==> src/csbl_pkg.sv <==
package csbl_pkg;

  // ***********************************
  // Timing
  // ***********************************
  localparam int unsigned CLK_PERIOD_NS = 100;
  localparam int unsigned SYSRST_MIN_NS = 400000;
  localparam int unsigned PAUSE_MIN_NS = 2500;
  localparam int unsigned END_DLY_MIN_NS = 1000;
  localparam int unsigned END_HIGH_MIN_NS = 3000;
  // Least times round up to whole cycles
  localparam int unsigned SYSRST_CYC = (SYSRST_MIN_NS + CLK_PERIOD_NS - 1) / CLK_PERIOD_NS;
  localparam int unsigned PAUSE_CYC = (PAUSE_MIN_NS + CLK_PERIOD_NS - 1) / CLK_PERIOD_NS;
  localparam int unsigned END_DLY_CYC = (END_DLY_MIN_NS + CLK_PERIOD_NS - 1) / CLK_PERIOD_NS;
  localparam int unsigned END_HIGH_CYC = (END_HIGH_MIN_NS + CLK_PERIOD_NS - 1) / CLK_PERIOD_NS;
  localparam logic [12:0] SYSRST_LAST = 13'(SYSRST_CYC - 1);
  localparam logic [12:0] PAUSE_LAST = 13'(PAUSE_CYC - 1);
  localparam logic [5:0] END_DLY_LAST = 6'(END_DLY_CYC - 1);
  localparam logic [5:0] END_HIGH_LAST = 6'(END_HIGH_CYC - 1);
  localparam logic [5:0] TMR_SAT = 6'h3f;

  // ***********************************
  // Load sizes
  // ***********************************
  localparam logic [14:0] CS_MIN_WORDS = 15'h1000;
  localparam logic [14:0] AT_MIN_WORDS = 15'h0100;
  localparam logic [4:0] CSB_RST = 5'h10;
  localparam logic [2:0] ATB_RST = 3'h4;

  // ***********************************
  // Register map
  // ***********************************
  localparam logic [3:0] REG_CTRL = 4'h0;
  localparam logic [3:0] REG_STATUS = 4'h4;
  localparam logic [3:0] REG_COUNT = 4'h8;
  localparam int unsigned CTRL_MIN_BIT = 0;
  localparam int unsigned CTRL_CSB_LSB = 4;
  localparam int unsigned CTRL_ATB_LSB = 12;
  localparam int unsigned STAT_STATE_LSB = 0;
  localparam int unsigned STAT_LOAD_BIT = 2;
  localparam int unsigned STAT_END_BIT = 3;
  localparam int unsigned STAT_PRIM_BIT = 4;
  localparam int unsigned STAT_MAINT_BIT = 5;
  localparam int unsigned STAT_PEND_BIT = 6;
  localparam logic [2:0] PULSE_RST = 3'h7;

  typedef enum logic [1:0] {
    ST_IDLE = 2'b00,
    ST_RESET = 2'b01,
    ST_PAUSE = 2'b10,
    ST_LOAD = 2'b11
  } csbl_state_e;

  typedef struct packed {
    logic [3:0] addr;
    logic [31:0] wdata;
    logic wr;
    logic rd;
  } csbl_bus_s;

  typedef struct packed {
    logic strobe;
    logic at_sel;
    logic [13:0] addr;
    logic [15:0] data;
  } csbl_cswr_s;

  typedef struct packed {
    csbl_state_e state;
    logic [12:0] tmr;
    logic [14:0] cnt;
    logic pend;
    logic run;
    logic [15:0] data;
    csbl_cswr_s wr;
    logic e_arm;
    logic e_out;
    logic e_last;
    logic [5:0] e_tmr;
    logic [5:0] l_tmr;
    logic min_sel;
    logic [4:0] csb;
    logic [2:0] atb;
    logic [31:0] rdata;
    logic por_prev;
    logic sw_prev;
  } csbl_main_s;

  localparam csbl_main_s MAIN_RST = '{
    state: ST_IDLE, tmr: 13'h0000, cnt: 15'h0000, pend: 1'b0, run: 1'b0,
    data: 16'h0000, wr: '{strobe: 1'b0, at_sel: 1'b0, addr: 14'h0000, data: 16'h0000},
    e_arm: 1'b0, e_out: 1'b0, e_last: 1'b0, e_tmr: 6'h00, l_tmr: 6'h00,
    min_sel: 1'b0, csb: CSB_RST, atb: ATB_RST, rdata: 32'h0000_0000,
    por_prev: 1'b0, sw_prev: 1'b0};

endpackage

==> src/csbl_loader.sv <==
// The strobed register port and the register addresses were decided locally.
`timescale 1ns/1ps
// Overview of operation
// Boot load starts on power reset release, load switch, or adapter restart.
// First step holds system reset between 0.4 and 0.6 ms.
// After system reset, pause 2.5 to 3.5 us for adapter settling.
// Load flip-flop forces load initiate, control store write and console stop.
// Forced control store write is blocked in maintenance mode.
// Selected adapter sends boot words with strobes once load initiate rises.
// Words fill control store first, then the address table.
// Minimum size select limits load to 4096 plus 256 words.
// Load ends on primary end, alternate end, or any system reset.
// Load initiate is high exactly while the load flip-flop is set.
// Adapter holds 16 data lines valid during its active-low strobe.
// Each strobe captures data into console register and issues console run; a strobe on a stalled pending word or past the load size is dropped.
// Primary source level follows the load select switch.
// Maintenance output is high while the console is in maintenance mode.
// Adapter restart pulse restarts the load unless inhibited.
// Restart inhibit pulse around the restart makes the device ignore it.
// Load complete rises after next-to-last word, falls after last, high 3 us.
// Hardware control store writes occur only in console state.
// Alternate adapter signals finish with active-low pulse of at least 50 ns.
// Each asynchronous adapter pulse is synchronised and acted on once.
module csbl_loader
  import csbl_pkg::*;
(
  // Clock and reset
  input wire logic clock_i,
  input wire logic rstn_i,
  // Register port
  input wire csbl_bus_s bus_i,
  output logic [31:0] rdata_o,
  // Switches and processor state
  input wire logic power_reset_i,
  input wire logic load_switch_i,
  input wire logic load_select_i,
  input wire logic maint_switch_i,
  input wire logic console_state_i,
  // Adapters
  input wire logic strobe_n_i,
  input wire logic [15:0] data_i,
  input wire logic restart_n_i,
  input wire logic restart_inh_n_i,
  input wire logic alt_end_n_i,
  // Loader outputs
  output logic sys_reset_o,
  output logic load_init_o,
  output logic primary_source_o,
  output logic maint_out_o,
  output logic load_complete_o,
  output logic cs_write_sel_o,
  output logic console_stop_o,
  output logic console_run_o,
  output logic [15:0] console_data_o,
  output csbl_cswr_s cs_wr_o
);

  // ***********************************
  // Input synchronisers
  // ***********************************
  logic [20:0] lvl_s;
  logic [15:0] data_s;
  logic por_s;
  logic sw_s;
  logic prim_s;
  logic maint_s;
  logic inh_n_s;
  logic stb_pulse;
  logic rs_pulse;
  logic alt_pulse;

  csbl_sync #(
    .W(21)
  ) u_lvl (
    .clock_i(clock_i),
    .rstn_i(rstn_i),
    .async_i({data_i, power_reset_i, load_switch_i, load_select_i, maint_switch_i,
              restart_inh_n_i}),
    .sync_o(lvl_s)
  );

  assign data_s = lvl_s[20:5];
  assign por_s = lvl_s[4];
  assign sw_s = lvl_s[3];
  assign prim_s = lvl_s[2];
  assign maint_s = lvl_s[1];
  assign inh_n_s = lvl_s[0];

  csbl_pulse u_stb (
    .clock_i(clock_i),
    .rstn_i(rstn_i),
    .pulse_n_i(strobe_n_i),
    .level_n_o(),
    .pulse_o(stb_pulse)
  );

  csbl_pulse u_rs (
    .clock_i(clock_i),
    .rstn_i(rstn_i),
    .pulse_n_i(restart_n_i),
    .level_n_o(),
    .pulse_o(rs_pulse)
  );

  csbl_pulse u_alt (
    .clock_i(clock_i),
    .rstn_i(rstn_i),
    .pulse_n_i(alt_end_n_i),
    .level_n_o(),
    .pulse_o(alt_pulse)
  );

  // ***********************************
  // Sequencer
  // ***********************************
  csbl_main_s main_ff;
  csbl_main_s nxt_main;
  logic [14:0] cs_lim;
  logic [14:0] at_lim;
  logic [14:0] total;
  logic [14:0] cnt_inc;
  logic start_ev;
  logic end_drop;
  logic in_load;

  assign in_load = (main_ff.state == ST_LOAD);

  always_comb begin
    nxt_main = main_ff;
    nxt_main.run = 1'b0;
    nxt_main.wr.strobe = 1'b0;
    nxt_main.por_prev = por_s;
    nxt_main.sw_prev = sw_s;
    end_drop = 1'b0;
    cnt_inc = main_ff.cnt + 15'h0001;
    // Installed sizes, overridden by minimum select
    cs_lim = main_ff.min_sel ? CS_MIN_WORDS : {main_ff.csb, 10'h000};
    at_lim = main_ff.min_sel ? AT_MIN_WORDS : {4'h0, main_ff.atb, 8'h00};
    total = cs_lim + at_lim;
    // Restart honoured only with inhibit released
    start_ev = (main_ff.por_prev & ~por_s) | (sw_s & ~main_ff.sw_prev) |
               (rs_pulse & inh_n_s);

    unique case (main_ff.state)
      ST_IDLE: begin
      end
      ST_RESET: begin
        if (main_ff.tmr == SYSRST_LAST) begin
          nxt_main.state = ST_PAUSE;
          nxt_main.tmr = 13'h0000;
        end else begin
          nxt_main.tmr = main_ff.tmr + 13'h0001;
        end
      end
      ST_PAUSE: begin
        if (main_ff.tmr == PAUSE_LAST) begin
          nxt_main.state = ST_LOAD;
          nxt_main.tmr = 13'h0000;
        end else begin
          nxt_main.tmr = main_ff.tmr + 13'h0001;
        end
      end
      ST_LOAD: begin
        // Write held until console state, never during microcommands
        if (main_ff.pend && console_state_i) begin
          nxt_main.pend = 1'b0;
          nxt_main.wr.strobe = 1'b1;
          nxt_main.wr.data = main_ff.data;
          nxt_main.cnt = cnt_inc;
          if (main_ff.cnt < cs_lim) begin
            nxt_main.wr.at_sel = 1'b0;
            nxt_main.wr.addr = main_ff.cnt[13:0];
          end else begin
            nxt_main.wr.at_sel = 1'b1;
            nxt_main.wr.addr = 14'(main_ff.cnt - cs_lim);
          end
          if (cnt_inc == total - 15'h0001) begin
            nxt_main.e_arm = 1'b1;
            nxt_main.e_tmr = 6'h00;
          end
          if (cnt_inc == total) begin
            nxt_main.e_last = 1'b1;
            nxt_main.l_tmr = 6'h00;
          end
        end
        // Words beyond the installed size are dropped
        if (stb_pulse && (!main_ff.pend || console_state_i) &&
            (main_ff.cnt + {14'h0000, main_ff.pend} < total)) begin
          nxt_main.pend = 1'b1;
          nxt_main.data = data_s;
          nxt_main.run = 1'b1;
        end
      end
    endcase

    // Load complete pulse
    if (main_ff.e_arm) begin
      if (main_ff.e_tmr == END_DLY_LAST) begin
        nxt_main.e_arm = 1'b0;
        nxt_main.e_out = 1'b1;
        nxt_main.e_tmr = 6'h00;
      end else begin
        nxt_main.e_tmr = main_ff.e_tmr + 6'h01;
      end
    end else if (main_ff.e_out && main_ff.e_tmr != TMR_SAT) begin
      nxt_main.e_tmr = main_ff.e_tmr + 6'h01;
    end
    if (main_ff.e_last) begin
      if (main_ff.l_tmr != TMR_SAT) begin
        nxt_main.l_tmr = main_ff.l_tmr + 6'h01;
      end
      // Held on until both the 1 us delay and the 3 us width are met
      if (main_ff.l_tmr >= END_DLY_LAST && main_ff.e_out &&
          main_ff.e_tmr >= END_HIGH_LAST) begin
        nxt_main.e_out = 1'b0;
        nxt_main.e_last = 1'b0;
        end_drop = 1'b1;
      end
    end

    // Termination
    if (in_load && ((end_drop && prim_s) || (alt_pulse && !prim_s))) begin
      nxt_main.state = ST_IDLE;
      nxt_main.pend = 1'b0;
    end

    if (start_ev) begin
      nxt_main.state = ST_RESET;
      nxt_main.tmr = 13'h0000;
      nxt_main.cnt = 15'h0000;
      nxt_main.pend = 1'b0;
      nxt_main.e_arm = 1'b0;
      nxt_main.e_out = 1'b0;
      nxt_main.e_last = 1'b0;
    end

    // Power reset held keeps the sequencer idle
    if (por_s) begin
      nxt_main.state = ST_IDLE;
      nxt_main.pend = 1'b0;
      nxt_main.e_arm = 1'b0;
      nxt_main.e_out = 1'b0;
      nxt_main.e_last = 1'b0;
    end

    // ***********************************
    // Register port
    // ***********************************
    nxt_main.rdata = 32'h0000_0000;
    if (bus_i.rd) begin
      unique case (bus_i.addr)
        REG_CTRL: begin
          nxt_main.rdata[CTRL_MIN_BIT] = main_ff.min_sel;
          nxt_main.rdata[CTRL_CSB_LSB +: 5] = main_ff.csb;
          nxt_main.rdata[CTRL_ATB_LSB +: 3] = main_ff.atb;
        end
        REG_STATUS: begin
          nxt_main.rdata[STAT_STATE_LSB +: 2] = main_ff.state;
          nxt_main.rdata[STAT_LOAD_BIT] = in_load;
          nxt_main.rdata[STAT_END_BIT] = main_ff.e_out;
          nxt_main.rdata[STAT_PRIM_BIT] = prim_s;
          nxt_main.rdata[STAT_MAINT_BIT] = maint_s;
          nxt_main.rdata[STAT_PEND_BIT] = main_ff.pend;
        end
        REG_COUNT: begin
          nxt_main.rdata[14:0] = main_ff.cnt;
        end
        default: begin
        end
      endcase
    end
    if (bus_i.wr && bus_i.addr == REG_CTRL) begin
      nxt_main.min_sel = bus_i.wdata[CTRL_MIN_BIT];
      nxt_main.csb = bus_i.wdata[CTRL_CSB_LSB +: 5];
      nxt_main.atb = bus_i.wdata[CTRL_ATB_LSB +: 3];
    end
  end

  always_ff @(posedge clock_i) begin
    if (!rstn_i) begin
      main_ff <= MAIN_RST;
    end else begin
      main_ff <= nxt_main;
    end
  end

  // ***********************************
  // Outputs
  // ***********************************
  assign sys_reset_o = (main_ff.state == ST_RESET);
  assign load_init_o = in_load;
  assign console_stop_o = in_load;
  assign cs_write_sel_o = in_load & ~maint_s;
  assign primary_source_o = prim_s;
  assign maint_out_o = maint_s;
  assign load_complete_o = main_ff.e_out;
  assign console_run_o = main_ff.run;
  assign console_data_o = main_ff.data;
  assign cs_wr_o = main_ff.wr;
  assign rdata_o = main_ff.rdata;
endmodule

==> src/csbl_pulse.sv <==
`timescale 1ns/1ps
module csbl_pulse
  import csbl_pkg::*;
(
  // Clock and reset
  input wire logic clock_i,
  input wire logic rstn_i,
  // Active-low pulse from a pin
  input wire logic pulse_n_i,
  output logic level_n_o,
  output logic pulse_o
);

  typedef struct packed {
    logic meta;
    logic safe;
    logic prev;
  } csbl_pulse_s;

  csbl_pulse_s pls_ff;
  csbl_pulse_s nxt_pls;

  always_comb begin
    nxt_pls.meta = pulse_n_i;
    nxt_pls.safe = pls_ff.meta;
    nxt_pls.prev = pls_ff.safe;
  end

  always_ff @(posedge clock_i) begin
    if (!rstn_i) begin
      pls_ff <= PULSE_RST;
    end else begin
      pls_ff <= nxt_pls;
    end
  end

  // One cycle per falling edge, so a long pulse acts once
  assign pulse_o = pls_ff.prev & ~pls_ff.safe;
  assign level_n_o = pls_ff.safe;

endmodule

==> src/csbl_sync.sv <==
`timescale 1ns/1ps
module csbl_sync
  import csbl_pkg::*;
#(
  parameter int unsigned W = 1
) (
  // Clock and reset
  input wire logic clock_i,
  input wire logic rstn_i,
  // Levels
  input wire logic [W-1:0] async_i,
  output logic [W-1:0] sync_o
);

  typedef struct packed {
    logic [W-1:0] meta;
    logic [W-1:0] safe;
  } csbl_sync_s;

  csbl_sync_s sync_ff;
  csbl_sync_s nxt_sync;

  always_comb begin
    nxt_sync.meta = async_i;
    nxt_sync.safe = sync_ff.meta;
  end

  always_ff @(posedge clock_i) begin
    if (!rstn_i) begin
      sync_ff <= '0;
    end else begin
      sync_ff <= nxt_sync;
    end
  end

  assign sync_o = sync_ff.safe;

endmodule
==> config.mk <==
export PLATFORM = sky130hd
export DESIGN_NAME = csbl_loader
export DESIGN_NICKNAME = d
export VERILOG_FILES = /design/src/csbl_pkg.sv /design/src/csbl_loader.sv /design/src/csbl_pulse.sv /design/src/csbl_sync.sv
export SDC_FILE = /design/constraint.sdc
export NUM_CORES = 1
export LEC_CHECK = 0
export ABC_AREA = 1
export BUFFER_PORTS_ARGS = -buffer_cell sky130_fd_sc_hd__buf_2
export CAP_MARGIN = 10
export CELL_PAD_IN_SITES_DETAIL_PLACEMENT = 0
export CELL_PAD_IN_SITES_GLOBAL_PLACEMENT = 2
export CORE_MARGIN = 5
export CORE_UTILIZATION = 31
export CTS_CLUSTER_SIZE = 10
export DETAILED_ROUTE_END_ITERATION = 12
export GPL_TIMING_DRIVEN = 0
export HOLD_SLACK_MARGIN = 0.08
export PLACE_DENSITY_LB_ADDON = 0.1
export RECOVER_POWER = 25
export SYNTH_ARGS = -nofsm -noshare
export SYNTH_HDL_FRONTEND = slang
export SYNTH_SLANG_ARGS = --single-unit
==> constraint.sdc <==
create_clock -name clock_i -period 4.52 [get_ports clock_i]
set_input_delay 0.452 -clock clock_i [delete_from_list [all_inputs] [get_ports clock_i]]
set_output_delay 0.452 -clock clock_i [all_outputs]
set_load 0.02 [all_outputs]
==> metrics.csv <==
stage,metric,value,unit
drt,drt_pre_antenna_iters,5,
setup_path,worstPathRequired,4.85,ns
floorplanning,dieHeight,175,um
pwr,max-vdd-ir-drop,225,uV
clocking,cts_tree,done,
logic_synthesis,ys_ff_latch,172,
global_route,antenna_found_initial,0,
logic_synthesis,synthArstFlopShare,0,%
floorplanning,start_util,31.3,%
global_route,grt_overflow_total,0,
setup_path,r2r_cells,16,
sta,fin_crit,3.21,ns
setup_path,cp_slowest_stage_delay,0.32,ns
drt,wl,25500,um
finish,n_fill_cell,2970,
floorplanning,io_pins,153,
finish,final_layout_size_suffix_gt1_share,20.7,%
floorplanning,die_area,0.0306,mm2
sta,slew_violations,0,
clocking,root_buffer,clkbuf_16,
drt,wl_per_cell,15.4,um
flow_run,maxCapViolCount,0,
setup_path,regToRegSetupSlack,1.31,ns
global_route,grt_pass1_vias,6980,
finish,diodes,0,
setup_path,critPathCapture,console_data_o[15],
clocking,cts.sinks,172,
pwr,power,3.38,mW
global_route,grt_max_degree,23,
logic_synthesis,synth_top_cell_by_area,dfxtp_1,
setup_path,startpoint_type,flip-flop,
setup_path,critPathKind,reg2reg,
finish,layout_common_cells,"nand2_1, dfxtp_1, inv_1, buf_2, nor2_1",
drt,ant_nets,0,
sta,grt_setup_unrepaired,false,
sta,hold_viol,0,
clocking,clock_path_buffers,2,
setup_path,worst-path-stages,16,
clocking,clk_pin_slew,0.09,ns
place,gp_congestion,0.826,
floorplanning,fp.dieW,175,um
setup_path,end_kind,flip-flop,
status,status,finished clean,
clocking,cts_inserted_buffers,17,
setup_path,cp_max_fo,10,
logic_synthesis,avgSynthCellArea,7.32,um2
clocking,ctsHoldBuffers,0,
place,dp_hpwl,20000,um
logic_synthesis,seq_area_frac_synth,40.9,%
logic_synthesis,ys_types,49,
clocking,htree_levels,4,
setup_path,critPathArrivalTime,3.54,ns
drt,drt-initial-drc-count,468,
pwr,powerDensity,334,mW/mm2
setup_path,critPathBufInv,3,
logic_synthesis,ys.flop_type,dfxtp_1,
min_path,hold_path_class,in2reg,
clocking,cts_resized,0,
sta,skew,0.0201,ns
clocking,cts_setup_buffers,0,
sta,tightestPinTransition,0.798,ns
setup_path,crit_path_cell_trace,buf_2 -> nor2_1 -> ha_1 -> ha_1 -> nand2_1 -> o21ai_0 -> nand2_1 -> inv_1 -> ha_1 -> nand2_1 -> nor2_1 -> a2111oi_4 -> nand2_4 -> buf_6 -> o21ai_1 -> nor2_2,
pwr,total_leakage_power,4.94,nW
global_route,grt_pass1_wl,39500,um
logic_synthesis,yosys_warnings,0,
sta,timing.final.crit_share,71.0,%
drt,vias,7211,
sta,fmax,312,MHz
logic_synthesis,yosys-top-cells-area,"dfxtp_1, nand2_1, buf_4",
floorplanning,rows,60,
sta,slew_headroom,46.8,%
logic_synthesis,synth_edf_count,0,
finish,area_growth,20.0,%
finish,final_common_cell,nand2_1,
setup_path,rr_startpoint,main_ff[42],
floorplanning,core-area,0.0269,mm2
sta,fin_tns_setup,0,ns
drt,drc,0,
sta,finalSetupViolations,0,
setup_path,r2r_end,console_data_o[15],
clocking,clk_latency,0.45,ns
setup_path,critPathTopFamily,simple AND/OR/NAND/NOR gates,
logic_synthesis,netlist_area,0.00842,mm2
place,io_buffer_count,112,
global_route,grt_use_total,16.7,%
drt,avgViaCountPerCell,4.36,
setup_path,slowest_stage,nor2_1,
setup_path,cp-startpoint,main_ff[42],
logic_synthesis,synth.top_cell.area_share,40.9,%
logic_synthesis,synth_cells,1151,
finish,fin_nets,1392,
registers in the layout, indices dropped and copies added, names as in the netlist:
name / cells
u_stb.nxt_pls: 1
u_stb.level_n_o: 1
cs_wr_o: 32
u_alt.level_n_o: 1
load_complete_o: 1
u_stb.pls_ff: 1
console_data_o: 16
u_rs.pls_ff: 1
u_alt.pls_ff: 1
u_rs.nxt_pls: 1
u_alt.nxt_pls: 1
main_ff: 56
rdata_o: 15
console_run_o: 1
u_lvl.nxt_sync: 21
u_lvl.sync_o: 21
u_rs.level_n_o: 1
synthesized netlist by cell type (2+ instances only):
cell / instances
a21oi_1: 76
a31oi_1: 3
buf_1: 2
buf_4: 81
clkbuf_1: 22
clkinv_1: 2
dfxtp_1: 172
ha_1: 27
inv_1: 161
inv_2: 3
nand2_1: 261
nand2_2: 7
nand2_4: 2
nand3_1: 69
nand3_2: 2
nand3b_1: 2
nand4_1: 13
nor2_1: 88
nor2_2: 21
nor2_4: 3
nor3_1: 13
nor3_2: 2
nor4_1: 4
o211ai_1: 11
o21ai_0: 50
o21ai_1: 11
o221ai_1: 3
o32ai_1: 4
or2_2: 9
xor2_1: 8
layer usage:
metal / global-route usage (%) / share of wire (%) / vias up
met5: 0 / 0 / -
met4: 5.01 / 1.8 / 0
met3: 2.53 / 3.6 / 27
met2: 27.3 / 46 / 148
met1: 22.9 / 48 / 3178
li1: - / - / 3858
area by class of cell:
class                      instances  area [um2]  area share, %
clock inverter                    15         220           2.18
inverter                         167         632           6.25
multi-input combinational        720        3670           36.3
buffer                           108         734           7.27
clock buffer                      17         425           4.21
tap                              341         427           4.22
sequential                       172        3440           34.1
timing repair buffer             113         551           5.45
kinds of logic (layout without fill, tap and decap cells):
| family | after synthesis | after routing | share of synthesized area (%) |
|---|---|---|---|
| simple gates | 498 | 498 | 26.1 |
| other cells | 1 | 17 | 0.0445 |
| compound gates | 167 | 167 | 11.3 |
| xor+xnor | 10 | 10 | 1.22 |
| buf+inv | 275 | 420 | 16.2 |
| fa+ha+maj | 28 | 28 | 4.25 |
| flops | 172 | 172 | 40.9 |
worst reg2reg max path, delay by kind of cell (launching register included):
kind,cells,cell delay (ns)
AOI/OAI and AO/OA,3,0.56
adders and majority gates,3,0.76
buffers and inverters,3,0.52
DFF,1,0.30
and+or+nand+nor,7,0.96
metrics by stage:
step                cells  setup slack [ns]  instance area, um2  hold slack [ns]  util, %
floorplan            1167              1.97                8480            0.390        -
global placement     1620              1.29                9470            0.392     35.2
detailed placement   1621              1.32                9470            0.395     35.3
CTS                  1653              1.28               10100            0.160     37.7
global route         1653              1.06               10100            0.166     37.6
finish               1653              1.31               10100            0.176     37.6
how the worst min path moves through the flow:
| stage | from | endpoint | slack (ns) | cells past startpoint |
|---|---|---|---|---|
| finish | data_i[0] | u_lvl.nxt_sync[5] | 0.18 | 3 |
| global placement | u_lvl.nxt_sync[14] | u_lvl.sync_o[14] | 0.39 | 2 |
| floorplan | u_lvl.nxt_sync[0] | u_lvl.sync_o[0] | 0.39 | 2 |
| CTS | data_i[0] | u_lvl.nxt_sync[5] | 0.16 | 3 |
| detailed placement | u_lvl.nxt_sync[1] | u_lvl.sync_o[1] | 0.40 | 2 |
| global route | data_i[1] | u_lvl.nxt_sync[6] | 0.17 | 3 |
power by group:
| part | internal [mW] | switching [mW] |
|---|---|---|
| clock | 0.778 | 0.798 |
| sequential | 1.54 | 0.0181 |
| combinational | 0.0813 | 0.156 |
| total | 2.40 | 0.972 |
Power figures use the tool's default switching activity.
